===== src/verilog/ccsr_pkg.sv =====
// ccsr_pkg: constants shared by both ends of the context save and
// restore dialogue. assumes nothing of its surroundings.
package ccsr_pkg;

   // interface register selects
   typedef enum logic [1:0] {
      CCSR_SEL_SAVE = 2'h0,
      CCSR_SEL_RESTORE = 2'h1,
      CCSR_SEL_CONTROL = 2'h2,
      CCSR_SEL_OPERAND = 2'h3
   } ccsr_sel_t;

   // format word layout: code in upper byte, length in lower byte
   localparam int CCSR_CODE_MSB = 15;
   localparam int CCSR_CODE_LSB = 8;
   localparam int CCSR_LEN_MSB = 7;
   localparam int CCSR_LEN_LSB = 0;
   localparam logic [7:0] CCSR_CODE_EMPTY = 8'h00;
   localparam logic [7:0] CCSR_CODE_NOT_READY = 8'h01;
   localparam logic [7:0] CCSR_CODE_INVALID = 8'h02;
   localparam logic [7:0] CCSR_CODE_VALID_MIN = 8'h10;
   localparam logic [15:0] CCSR_FMT_INVALID = 16'h0200;
   localparam logic [15:0] CCSR_FMT_NOT_READY = 16'h0100;

   // abort mask: low two bits 01, upper fourteen bits don't care
   localparam logic [1:0] CCSR_ABORT_BITS = 2'h1;
   localparam logic [15:0] CCSR_ABORT_MASK = 16'h0001;

   // save operation word fields
   localparam logic [3:0] CCSR_OP_FLINE = 4'hf;
   localparam logic [2:0] CCSR_OP_SAVE = 3'h4;
   localparam int CCSR_MAX_EXT = 5;

   // effective address mode numbers, and register numbers for the absolute modes under mode 7
   localparam logic [2:0] CCSR_EA_IND = 3'h2;
   localparam logic [2:0] CCSR_EA_PREDEC = 3'h4;
   localparam logic [2:0] CCSR_EA_DISP = 3'h5;
   localparam logic [2:0] CCSR_EA_INDEX = 3'h6;
   localparam logic [2:0] CCSR_EA_OTHER = 3'h7;
   localparam logic [2:0] CCSR_EA_ABS_W = 3'h0;
   localparam logic [2:0] CCSR_EA_ABS_L = 3'h1;

   typedef enum logic [1:0] {
      CCSR_K_EMPTY = 2'h0,
      CCSR_K_NOT_READY = 2'h1,
      CCSR_K_INVALID = 2'h2,
      CCSR_K_VALID = 2'h3
   } ccsr_kind_t;

   // classify a format word; reserved codes count as invalid
   function automatic ccsr_kind_t ccsr_kind(input logic [15:0] fw);
      logic [7:0] c;
      c = fw[CCSR_CODE_MSB:CCSR_CODE_LSB];
      if (c == CCSR_CODE_EMPTY)
         return CCSR_K_EMPTY;
      else if (c == CCSR_CODE_NOT_READY)
         return CCSR_K_NOT_READY;
      else if (c >= CCSR_CODE_VALID_MIN)
         return CCSR_K_VALID;
      else
         return CCSR_K_INVALID;
   endfunction

   // length field is usable only when a multiple of four
   function automatic logic ccsr_len_bad(input logic [15:0] fw);
      return fw[CCSR_LEN_LSB+1:CCSR_LEN_LSB] != 2'h0;
   endfunction

endpackage


===== src/verilog/ccsr_if.sv =====
// ccsr_if: interface register port between the main processor end and
// the coprocessor end. one request at a time; the coprocessor answers
// each taken request with a one-cycle ack one clock later.
`timescale 1ns/1ps
interface ccsr_if
   import ccsr_pkg::*;
   (input wire logic clk_sys, input wire logic rst);
   logic req;
   logic wr;
   ccsr_sel_t sel;
   logic [15:0] wdata;
   logic ack;
   logic [15:0] rdata;

   modport main (input clk_sys, rst, ack, rdata,
      output req, wr, sel, wdata);
   modport cop (input clk_sys, rst, req, wr, sel, wdata,
      output ack, rdata);
endinterface


===== src/verilog/ccsr_main.sv =====
// ccsr_main: main processor end of the context save/restore dialogue.
// decodes the save operation word, gathers extension words, runs the
// save and restore format-word exchange and the abort path.
// assumes the coprocessor end answers every request on the ccsr_if.
// Overview of operation
// RULE1 - save begins by reading the save register
// RULE2 - save not-ready: service interrupts, read again
// RULE3 - coprocessor suspends or finishes after not-ready
// RULE4 - coprocessor resumes suspended instruction after restore
// RULE5 - restore write makes coprocessor stop and accept
// RULE6 - coprocessor returns restore not-ready only if needed
// RULE7 - restore not-ready: reread at once, no interrupts
// RULE8 - coprocessor flags bad restore frame as invalid
// RULE9 - restore invalid: write abort mask, format error
// RULE10 - abort mask low bits are 01
// RULE11 - coprocessor may refuse save during save/restore
// RULE12 - save invalid: write abort mask, format error
// RULE13 - save frame size from valid word low byte
// RULE14 - restore size from memory format word length
// RULE15 - length not multiple of four aborts
// RULE16 - save opword: f-line, select, 100, ea
// RULE17 - only control-alterable or predecrement, else f-line trap
// RULE18 - accept up to five extension words
// RULE19 - code upper byte, length lower byte
// RULE20 - code classes: empty, not-ready, invalid, valid
`timescale 1ns/1ps
module ccsr_main
   import ccsr_pkg::*;
   (
   // clock and reset
   input wire logic clk_sys,
   input wire logic rst,
   // link to the coprocessor
   ccsr_if.main cir,
   // save instruction
   input wire logic save_start,
   input wire logic [15:0] save_opword,
   input wire logic [2:0] coproc_select_field,
   input wire logic ext_valid,
   input wire logic [15:0] ext_word,
   input wire logic [31:0] areg_value,
   // context_restore_instr
   input wire logic restore_start,
   input wire logic [15:0] restore_fmt,
   // interrupt service handshake
   input wire logic irq_done,
   output logic irq_service,
   // results
   output logic done,
   output logic [7:0] frame_len,
   output logic [15:0] save_fmt,
   output logic [31:0] frame_ea,
   output logic fmt_error,
   output logic fline_exc,
   output logic busy
   );

   typedef enum logic [7:0] {
      S_IDLE = 8'h01,
      S_EXT = 8'h02,
      S_SAVE_RD = 8'h04,
      S_IRQ = 8'h08,
      S_RST_WR = 8'h10,
      S_RST_RD = 8'h20,
      S_ABORT = 8'h40,
      S_FIN = 8'h80
   } ccsr_st_t;

   // extension words needed by a save effective address
   function automatic logic [2:0] ext_need(input logic [5:0] ea,
      input logic [15:0] first);
      logic [2:0] n;
      n = 3'h0;
      case (ea[5:3])
         CCSR_EA_DISP: n = 3'h1;
         CCSR_EA_INDEX:
         begin
            n = 3'h1;
            if (first[8])
            begin
               // full format adds base and outer displacement words
               n = n + ((first[5:4] == 2'h3) ? 3'h2 :
                  (first[5:4] == 2'h2) ? 3'h1 : 3'h0);
               n = n + ((first[1:0] == 2'h3) ? 3'h2 :
                  (first[1:0] == 2'h2) ? 3'h1 : 3'h0);
            end
         end
         CCSR_EA_OTHER: n = (ea[2:0] == CCSR_EA_ABS_L) ? 3'h2 : 3'h1;
         default: n = 3'h0;
      endcase
      return n;
   endfunction

   // control alterable or predecrement only
   function automatic logic ea_ok(input logic [5:0] ea);
      case (ea[5:3])
         CCSR_EA_IND, CCSR_EA_PREDEC, CCSR_EA_DISP, CCSR_EA_INDEX:
            return 1'b1;
         CCSR_EA_OTHER:
            return ea[2:0] == CCSR_EA_ABS_W || ea[2:0] == CCSR_EA_ABS_L;
         default: return 1'b0;
      endcase
   endfunction

   ccsr_st_t st, next_st;
   logic [15:0] ext [CCSR_MAX_EXT];
   logic [15:0] next_ext [CCSR_MAX_EXT];
   logic [2:0] ext_cnt, next_ext_cnt;
   logic [5:0] ea_code, next_ea_code;
   logic [15:0] wdata, next_wdata;
   logic [7:0] len, next_len;
   logic [15:0] fmt, next_fmt;
   logic [31:0] ea_val, next_ea_val;
   logic next_done, next_fmt_error, next_fline_exc;
   logic [2:0] need;
   logic op_ok;
   ccsr_kind_t kind;

   assign need = ext_need(ea_code, ext[0]);
   assign kind = ccsr_kind(cir.rdata);
   assign op_ok = save_opword[15:12] == CCSR_OP_FLINE  // [RULE16]
      && save_opword[8:6] == CCSR_OP_SAVE
      && save_opword[11:9] == coproc_select_field;

   ////////////////////////////////////////////////////////////////////
   // handshake towards the coprocessor, decoded from state
   always_comb
   begin
      cir.req = st == S_SAVE_RD || st == S_RST_WR || st == S_RST_RD
         || st == S_ABORT;
      cir.wr = st == S_RST_WR || st == S_ABORT;
      case (st)
         S_RST_WR, S_RST_RD: cir.sel = CCSR_SEL_RESTORE;
         S_ABORT: cir.sel = CCSR_SEL_CONTROL;
         default: cir.sel = CCSR_SEL_SAVE;  // save opens with a read [RULE1]
      endcase
   end
   assign cir.wdata = wdata;
   assign irq_service = st == S_IRQ;
   assign busy = st != S_IDLE;
   assign frame_len = len;
   assign save_fmt = fmt;
   assign frame_ea = ea_val;

   ////////////////////////////////////////////////////////////////////
   // dialogue sequencing
   always_comb
   begin
      next_st = st;
      next_ext = ext;
      next_ext_cnt = ext_cnt;
      next_ea_code = ea_code;
      next_wdata = wdata;
      next_len = len;
      next_fmt = fmt;
      next_ea_val = ea_val;
      next_done = 1'b0;
      next_fmt_error = 1'b0;
      next_fline_exc = 1'b0;
      case (st)
         S_IDLE:
         begin
            next_ext_cnt = 3'h0;
            if (save_start && op_ok)
            begin
               next_ea_code = save_opword[5:0];
               if (!ea_ok(save_opword[5:0]))
                  next_fline_exc = 1'b1;  // [RULE17]
               else
                  next_st = S_EXT;
            end
            else if (save_start)
               next_fline_exc = 1'b1;
            else if (restore_start)
            begin
               next_wdata = restore_fmt;
               next_fmt = restore_fmt;
               next_len = restore_fmt[CCSR_LEN_MSB:CCSR_LEN_LSB]; // [RULE14]
               next_ea_val = areg_value;
               next_st = S_RST_WR;
            end
         end
         S_EXT:
         begin
            if (ext_cnt >= need)
            begin
               // effective address from the gathered words [RULE18]
               case (ea_code[5:3])
                  CCSR_EA_DISP:
                     next_ea_val = areg_value + {{16{ext[0][15]}}, ext[0]};
                  CCSR_EA_INDEX:
                     next_ea_val = areg_value + {{24{ext[0][7]}}, ext[0][7:0]};
                  CCSR_EA_OTHER:
                     next_ea_val = (ea_code[2:0] == CCSR_EA_ABS_L) ?
                        {ext[0], ext[1]} : {{16{ext[0][15]}}, ext[0]};
                  default: next_ea_val = areg_value;
               endcase
               next_st = S_SAVE_RD;
            end
            else if (ext_valid)
            begin
               next_ext[ext_cnt] = ext_word;
               next_ext_cnt = ext_cnt + 3'h1;
            end
         end
         S_SAVE_RD:
            if (cir.ack)
            begin
               next_fmt = cir.rdata;
               case (kind)  // [RULE19] [RULE20]
                  CCSR_K_NOT_READY: next_st = S_IRQ;  // [RULE2]
                  CCSR_K_INVALID: next_st = S_ABORT;  // [RULE12]
                  CCSR_K_VALID:
                  begin
                     next_len = cir.rdata[CCSR_LEN_MSB:CCSR_LEN_LSB]; // [RULE13]
                     next_st = ccsr_len_bad(cir.rdata) ? S_ABORT : S_FIN;
                  end
                  default:
                  begin
                     next_len = 8'h0;  // empty frame has no payload
                     next_st = S_FIN;
                  end
               endcase
            end
         S_IRQ:
            if (irq_done)
               next_st = S_SAVE_RD;  // [RULE2]
         S_RST_WR:
            if (cir.ack)
               next_st = S_RST_RD;
         S_RST_RD:
            if (cir.ack)
               case (kind)
                  CCSR_K_NOT_READY: next_st = S_RST_RD;  // [RULE7]
                  CCSR_K_INVALID: next_st = S_ABORT;  // [RULE9]
                  CCSR_K_VALID:
                     next_st = ccsr_len_bad(fmt) ? S_ABORT : S_FIN; // [RULE15]
                  default: next_st = S_FIN;
               endcase
         S_ABORT:
         begin
            next_wdata = CCSR_ABORT_MASK;  // [RULE10]
            if (cir.ack)
            begin
               next_fmt_error = 1'b1;  // [RULE15]
               next_st = S_IDLE;
            end
         end
         S_FIN:
         begin
            next_done = 1'b1;
            next_st = S_IDLE;
         end
         default: next_st = S_IDLE;
      endcase
      // abort mask must be on the bus before the control write
      if (next_st == S_ABORT)
         next_wdata = CCSR_ABORT_MASK;
   end

   always_ff @(posedge clk_sys or posedge rst)
   begin
      if (rst)
      begin
         st <= S_IDLE;
         for (int i = 0; i < CCSR_MAX_EXT; i++)
            ext[i] <= 16'h0;
         ext_cnt <= 3'h0;
         ea_code <= 6'h0;
         wdata <= 16'h0;
         len <= 8'h0;
         fmt <= 16'h0;
         ea_val <= 32'h0;
         done <= 1'b0;
         fmt_error <= 1'b0;
         fline_exc <= 1'b0;
      end
      else
      begin
         st <= next_st;
         ext <= next_ext;
         ext_cnt <= next_ext_cnt;
         ea_code <= next_ea_code;
         wdata <= next_wdata;
         len <= next_len;
         fmt <= next_fmt;
         ea_val <= next_ea_val;
         done <= next_done;
         fmt_error <= next_fmt_error;
         fline_exc <= next_fline_exc;
      end
   end

endmodule // ccsr_main


===== src/flat_wrapper.sv =====
// flat-port wrapper written by rule: the top's interface ports become plain ports
module ccsr_main_flat import ccsr_pkg::*;
  (clk_sys, rst, save_start, save_opword, coproc_select_field, ext_valid, ext_word, areg_value, restore_start, restore_fmt, irq_done, irq_service, done, frame_len, save_fmt, frame_ea, fmt_error, fline_exc, busy, cir_ack, cir_rdata, cir_req, cir_wr, cir_sel, cir_wdata);
  ccsr_if cir_i (.clk_sys(clk_sys), .rst(rst));
  input wire logic clk_sys;
  input wire logic rst;
  input wire logic save_start;
  input wire logic [15:0] save_opword;
  input wire logic [2:0] coproc_select_field;
  input wire logic ext_valid;
  input wire logic [15:0] ext_word;
  input wire logic [31:0] areg_value;
  input wire logic restore_start;
  input wire logic [15:0] restore_fmt;
  input wire logic irq_done;
  output logic irq_service;
  output logic done;
  output logic [7:0] frame_len;
  output logic [15:0] save_fmt;
  output logic [31:0] frame_ea;
  output logic fmt_error;
  output logic fline_exc;
  output logic busy;
  input wire logic [$bits(cir_i.ack)-1:0] cir_ack;
  input wire logic [$bits(cir_i.rdata)-1:0] cir_rdata;
  output wire logic [$bits(cir_i.req)-1:0] cir_req;
  output wire logic [$bits(cir_i.wr)-1:0] cir_wr;
  output wire logic [$bits(cir_i.sel)-1:0] cir_sel;
  output wire logic [$bits(cir_i.wdata)-1:0] cir_wdata;
  assign cir_i.ack = cir_ack;
  assign cir_i.rdata = cir_rdata;
  assign cir_req = cir_i.req;
  assign cir_wr = cir_i.wr;
  assign cir_sel = cir_i.sel;
  assign cir_wdata = cir_i.wdata;
  ccsr_main u_core (.clk_sys(clk_sys), .rst(rst), .cir(cir_i), .save_start(save_start), .save_opword(save_opword), .coproc_select_field(coproc_select_field), .ext_valid(ext_valid), .ext_word(ext_word), .areg_value(areg_value), .restore_start(restore_start), .restore_fmt(restore_fmt), .irq_done(irq_done), .irq_service(irq_service), .done(done), .frame_len(frame_len), .save_fmt(save_fmt), .frame_ea(frame_ea), .fmt_error(fmt_error), .fline_exc(fline_exc), .busy(busy));
endmodule

===== config.mk =====
export PLATFORM = sky130hd
export DESIGN_NAME = ccsr_main_flat
export DESIGN_NICKNAME = d
export VERILOG_FILES = /design/src/verilog/ccsr_pkg.sv /design/src/verilog/ccsr_if.sv /design/src/verilog/ccsr_main.sv /design/src/flat_wrapper.sv
export SDC_FILE = /design/constraint.sdc
export NUM_CORES = 1
export LEC_CHECK = 0
export ABC_AREA = 1
export BUFFER_PORTS_ARGS = -buffer_cell sky130_fd_sc_hd__buf_2
export CAP_MARGIN = 20
export CELL_PAD_IN_SITES_DETAIL_PLACEMENT = 0
export CELL_PAD_IN_SITES_GLOBAL_PLACEMENT = 1
export CORE_ASPECT_RATIO = 1.5
export CORE_UTILIZATION = 40
export DETAILED_ROUTE_END_ITERATION = 8
export PLACE_DENSITY = 0.82
export SKIP_LAST_GASP = 1
export SLEW_MARGIN = 20
export SYNTH_ARGS = -nofsm -noshare
export SYNTH_HDL_FRONTEND = slang
export SYNTH_SLANG_ARGS = --single-unit
export TNS_END_PERCENT = 20

===== constraint.sdc =====
create_clock -name clk_sys -period 9.1 [get_ports clk_sys]
set_clock_uncertainty 0.1 [all_clocks]
set_input_delay 1.82 -clock clk_sys [delete_from_list [all_inputs] [get_ports clk_sys]]
set_output_delay 1.82 -clock clk_sys [all_outputs]
set_load 0.03 [all_outputs]

# Word level (Yosys, flattened, before mapping)
# Cells that the tools add are included.
# word_totals
regBits,172
inputBits,106
output_inout_bits,81
word_cells,156
# op_classes
addsub,5
n_lt_le_gt_ge,4
n_eq_ne,42
muxes,62
bitwise,2
n_reduce_logical,26
# op_table
op,n
2-to-1 mux 32 bit,4
2-to-1 mux 8 bit,16
2-to-1 mux 16 bit,6
case mux 32 bit (3 select lines),1
bitwise mux 80 bit,1
adder 32 bit,2
case mux 16 bit (2 select lines),2
case mux 32 bit (2 select lines),1
case mux 8 bit (7 select lines),1
demux 16 bit (select 3 bit),1
case mux 8 bit (3 select lines),2
case mux 8 bit (2 select lines),2
2-to-1 mux 31 bit,1
"== test 3 bit, second input constant",8
"== test 8 x 1 -> 1 bit, second input constant",2
"== test 8 x 7 -> 1 bit, second input constant",2
2-to-1 mux 3 bit,5
"inequality test 2 bit, second input constant",7
"== test 2 bit, second input constant",6
2-to-1 mux 1 bit,12
AND reduction 5 bit,2
case mux 3 bit (3 select lines),1
"== test 8 x 2 -> 1 bit, second input constant",1
"== test 8 x 3 -> 1 bit, second input constant",1
other kinds (38),54

# Longest topological paths before layout
# depth
depth_word,13
depth_mapped,19
mapped_depth_nobuf,19

# Worst setup path after synthesis
# No wires, ideal clock.
# synth_path
kind,input-to-reg
from,input areg_value[0]
to,"register u_core.ea_val[8], in the netlist u_core.frame_ea[8]"
setup_ns,0.121
arrival_ns,3.358
required_ns,8.879
slack_ns,5.521
cell_stages,11
n_path_buf,0
cell_sequence,ha_1 -> fa_1 -> nand3_1 -> nand3_1 -> nand2_1 -> nand2_1 -> or2_2 -> nand3_1 -> a31oi_1 -> o21ai_1 -> nand2_1
# synth_between
elab_chain_len,4
word_cells_on_any_way,5
classes_between,add/sub (2); mux (3)
# synth_lines
element,line_no,source
"start, declared",flat_wrapper.sv:12,input wire logic [31:0] areg_value;
"adder 32 bit, on equally long branches","ccsr_main.sv:192, ccsr_main.sv:190",
case mux 32 bit (3 select lines) (*),ccsr_main.sv:188,case (ea_code[5:3])
2-to-1 mux 32 bit (*),ccsr_main.sv:185,if (ext_cnt >= need)
case mux 32 bit (2 select lines) (*),ccsr_main.sv:160,case (st)
"end signal, assigned",ccsr_main.sv:287,ea_val <= next_ea_val;
"end, declared",ccsr_main.sv:113,"logic [31:0] ea_val, next_ea_val;"
# Mark *: on every way between the ends. The rest lies on a longest branch, timed or not. The select of a mux whose other input is x is not followed.
# A chain may end at the register's enable or synchronous reset.

# Final worst setup path
# layout_path
from,register u_core.st[2]
to,output cir_sel[1]
# layout_between
elab_chain_len,3
word_cells_on_any_way,5
classes_between,eq/ne (3); mux (1); reduce/logical (1)
# layout_lines
element,line_no,source
"start, declared",ccsr_main.sv:105,"ccsr_st_t st, next_st;"
"start signal, assigned",ccsr_main.sv:280,st <= next_st;
== test 8 x 6 -> 1 bit or == test 8 x 5 -> 1 bit (tied branches),ccsr_main.sv:132,case (st)
OR reduction 2 bit,ccsr_main.sv:132,
case mux 2 bit (2 select lines) (*),ccsr_main.sv:132,
"end, declared",flat_wrapper.sv:28,output wire logic [$bits(cir_i.sel)-1:0] cir_sel;
# Mark *: on every way between the ends. The rest lies on a longest branch, timed or not.

==> flow_metrics.env <==
export IMPL_multi_input_area_um2=4990
export IMPL_post_synth_top_area_fraction=0.340
export IMPL_post_dp_hpwl_mm=24.2
export IMPL_std_cell_rows=67
export IMPL_hold_ws_ps=374
export IMPL_drv_cap=0
export IMPL_crit_path_start_kind="flop"
export IMPL_period_share=0.469
export IMPL_post_cts_buffers=0
export IMPL_coreArea_um2=22300
export IMPL_area_sequential_um2=3100
export IMPL_switchingPower_w=0.00123
export IMPL_num_antenna_cells=0
export IMPL_crit_path_top_delay_cell="dfrtp_1"
export IMPL_clk_latency_ps=440
export IMPL_gp_congestion=0.976
export IMPL_hold_path_end="u_core.frame_ea[17]"
export IMPL_outcome="finished, violations left"
export IMPL_required_ps=7180
export IMPL_cts_clk_slew_worst_paths_ps=60
export IMPL_ys_seq_area_frac=0.343
export IMPL_clkPwrFrac=0.264
export IMPL_synth_edff_count=0
export IMPL_swShare=0.453
export IMPL_timing_slew_headroom=0.252
export IMPL_grt_max_degree=78
export IMPL_async_reset_ff_frac=1.00
export IMPL_violations="DRC"
export IMPL_crit_family="buffers and inverters"
export IMPL_start_util=0.406
export IMPL_wire_per_inst_um=16.7
export IMPL_power_frac_comb=0.435
export IMPL_critical_path_max_fanout=13
export IMPL_highest_layer="met5"
export IMPL_crit_arrival_ps=2350
export IMPL_synth_top_area_cell="dfrtp_1"
export IMPL_yosysWarnings=0
export IMPL_synth_cell_types=50
export IMPL_path_cells="nor2_4 > nand2_2 > inv_2 > nand4_2 > inv_2 > buf_2"
export IMPL_setup_viol=0
export IMPL_cp_num_buf_inv=3
export IMPL_drt_iter0_drc=483
export IMPL_syn_num_nets=1525
export IMPL_routed_wl_mm=30.8
export IMPL_io_buffers=186
export IMPL_endpoint_kind="primary output"
export IMPL_cts_inserted_buffers=17
export IMPL_cp_slowest_stage_delay_ps=480
export IMPL_root_buffer="clkbuf_16"
export IMPL_ios=187
export IMPL_syn_area_per_cell_um2=6.57
export IMPL_total_leakage_power_nw=6.03
export IMPL_synth_area_leaders="dfrtp_1 (34%), nand2_1 (19%), inv_1 (8.5%)"
export IMPL_tightest_slew_ps=1120
export IMPL_dpl_cell_area_um2=10200
export IMPL_ctsResizeCount=0
export IMPL_ys_seq_elements=124
export IMPL_viasPerCell=5.14
export IMPL_grt_first_pass_wirelength_mm=47.3
export IMPL_dr_wl_met3_mm=1.40
export IMPL_drv_slew=0
export IMPL_fmax_mhz=234
export IMPL_hold_viol_final=0
export IMPL_synth_top_flop_cell="dfrtp_1"
export IMPL_post_route_drc_count=10
export IMPL_antenna_found_initial=1
export IMPL_min_path_type="flop to flop"
export IMPL_ant_nets=0
export IMPL_reg2regPathDepth=17
export IMPL_nFillCells=2369
export IMPL_synthCells=1378
export IMPL_min_path_cells=2
export IMPL_wl_met1_mm=11.9
export IMPL_crit_type="flop to primary output"
export IMPL_syn_to_final_growth_pct=19.8
export IMPL_hp_start="u_core.frame_ea[17]"
export IMPL_r2r_start="u_core.ea_code[5]"
export IMPL_first_global_vias=9111
export IMPL_die_w_um=125
export IMPL_nets=1700
export IMPL_cpMostUsedCell="inv_2"
export IMPL_rsz0062_at_grt="no"
export IMPL_grt_overflow_total=0
export IMPL_clk_path_buf_depth=2
export IMPL_p_seq_frac=0.301
export IMPL_reg2reg_slack_ps=5370
export IMPL_grt_usage=0.266
export IMPL_period_needed_ps=4270
export IMPL_worstReg2RegEnd="u_core.frame_ea[24]"
export IMPL_cts_hold_buf=0
export IMPL_postLayoutCellArea_um2=10800
export IMPL_internal_power_w=0.00148
export IMPL_cts_tree="built"
export IMPL_cts_sinks=124
export IMPL_setup_tns_final_ps=0
export IMPL_num_vias=9463
export IMPL_peakVddDrop_uv=197
export IMPL_die_h_um=186
export IMPL_die_area_um2=23200
export IMPL_drive_gt1_frac=0.174
export IMPL_cts_htree_levels=4
export IMPL_first_pass_iters=7
export IMPL_powerDensity_nw_per_um2=250
export IMPL_route_met2_wl_mm=16.1
export IMPL_synth_area_um2=9050
-- layout by cell type, fill, tap and decap left out, types with 4 or more instances in the layout --
cell,n
inv_2,7
or2_2,13
a21boi_0,4
xor2_1,4
dfrtp_1,123
ha_1,39
nor3_1,6
clkbuf_16,17
nand4_1,13
mux2i_1,5
buf_2,186
a21oi_1,71
nor2_1,100
nand2_1,458
mux2_2,5
o211ai_1,8
nor2_2,7
buf_4,6
a22oi_1,12
or2_0,5
nand3_1,68
inv_1,203
o21ai_0,145
-- worst max-delay path by stage --
stage,start,cells past startpoint,slack (ps),endpoint
6_report,u_core.st[2],6,4830,cir_sel[1]
5_1_grt,u_core.st[2],8,4670,cir_req
4_1_cts,u_core.st[2],8,4810,cir_req
3_5_place_dp,areg_value[0],14,4940,u_core.frame_ea[24]
3_3_place_gp,areg_value[0],14,4950,u_core.frame_ea[24]
2_1_floorplan,rst,1,3880,u_core.cir.wdata[0]
-- layer usage --
layer,GRT usage,up-vias
li1,-,4741
met1,0.282,4347
met2,0.512,295
met3,0.0441,78
met4,0.133,2
met5,0,-
-- worst reg2reg max path, stage by stage, from the launching register on --
cell and delay [ps]:
dfrtp_1 390, nand2_1 70, nor2_1 80, buf_4 180, nand2_1 190, o21ai_0 220, inv_1 400, ha_1 500
nand2_1 130, nor2_1 250, inv_1 60, o21ai_0 380, nand2_1 190, nand4_1 120, nand3_1 90, nand2_1 100
nand2_1 70, a21oi_1 140
-- per-stage QoR --
stage          instances   util  power (W)  setup WS, ps
6_report            1841  0.486    0.00271          4830
5_1_grt             1841  0.486    0.00287          4670
2_1_floorplan       1378      -    0.00164          3880
4_1_cts             1840  0.485    0.00273          4810
3_3_place_gp        1809  0.458    0.00200          4950
3_5_place_dp        1809  0.458    0.00201          4940
-- cell families (layout without fill, tap and decap cells) --
logic type,count (synthesis),after routing,synth area share
DFF,124,124,0.343
and+or+nand+nor,688,688,0.320
xor gates and xnor gates,5,5,0.00484
AOI/OAI and AO/OA,260,260,0.155
buffers and inverters,250,437,0.107
adders and majority gates,41,41,0.0583
muxes,10,10,0.0118
-- synth_stat cells (6+ instances only) --
library cell,instances
a22oi_1,12
dfrtp_1,123
o211ai_1,8
clkbuf_1,23
nand3_1,68
nor3_1,6
ha_1,39
inv_1,204
buf_2,11
a21oi_1,71
inv_2,7
o21ai_0,145
nand4_1,13
nor2_1,100
nor2_2,7
or2_2,13
nand2_1,458
-- sequential cells by signal, indices dropped and copies added (netlist names) --
name	flops
u_core.frame_len	8
u_core.ext_cnt	3
u_core.st	8
u_core.save_fmt	16
u_core.cir.wdata	16
u_core.fline_exc	1
u_core.ea_code	6
u_core.fmt_error	1
u_core.frame_ea	32
u_core.done	1
u_core.ext	32
-- power by group through the flow --
stage,combinational [W],clock (W),sequential (W)
2_1_floorplan,0.000514,0,0.00113
3_3_place_gp,0.00118,0,0.000818
3_5_place_dp,0.00119,0,0.000821
4_1_cts,0.00119,0.000725,0.000816
5_1_grt,0.00129,0.000744,0.000834
6_report,0.00118,0.000715,0.000817
-- layout make-up --
type | count | area share
clock buffers | 18 | 0.0405
clock inverters | 13 | 0.0154
inverters | 212 | 0.0737
multi-input cells | 1004 | 0.460
flip-flops and latches | 124 | 0.286
well taps | 276 | 0.0319
repair buffers | 194 | 0.0921
Power figures use the tool's default switching activity.
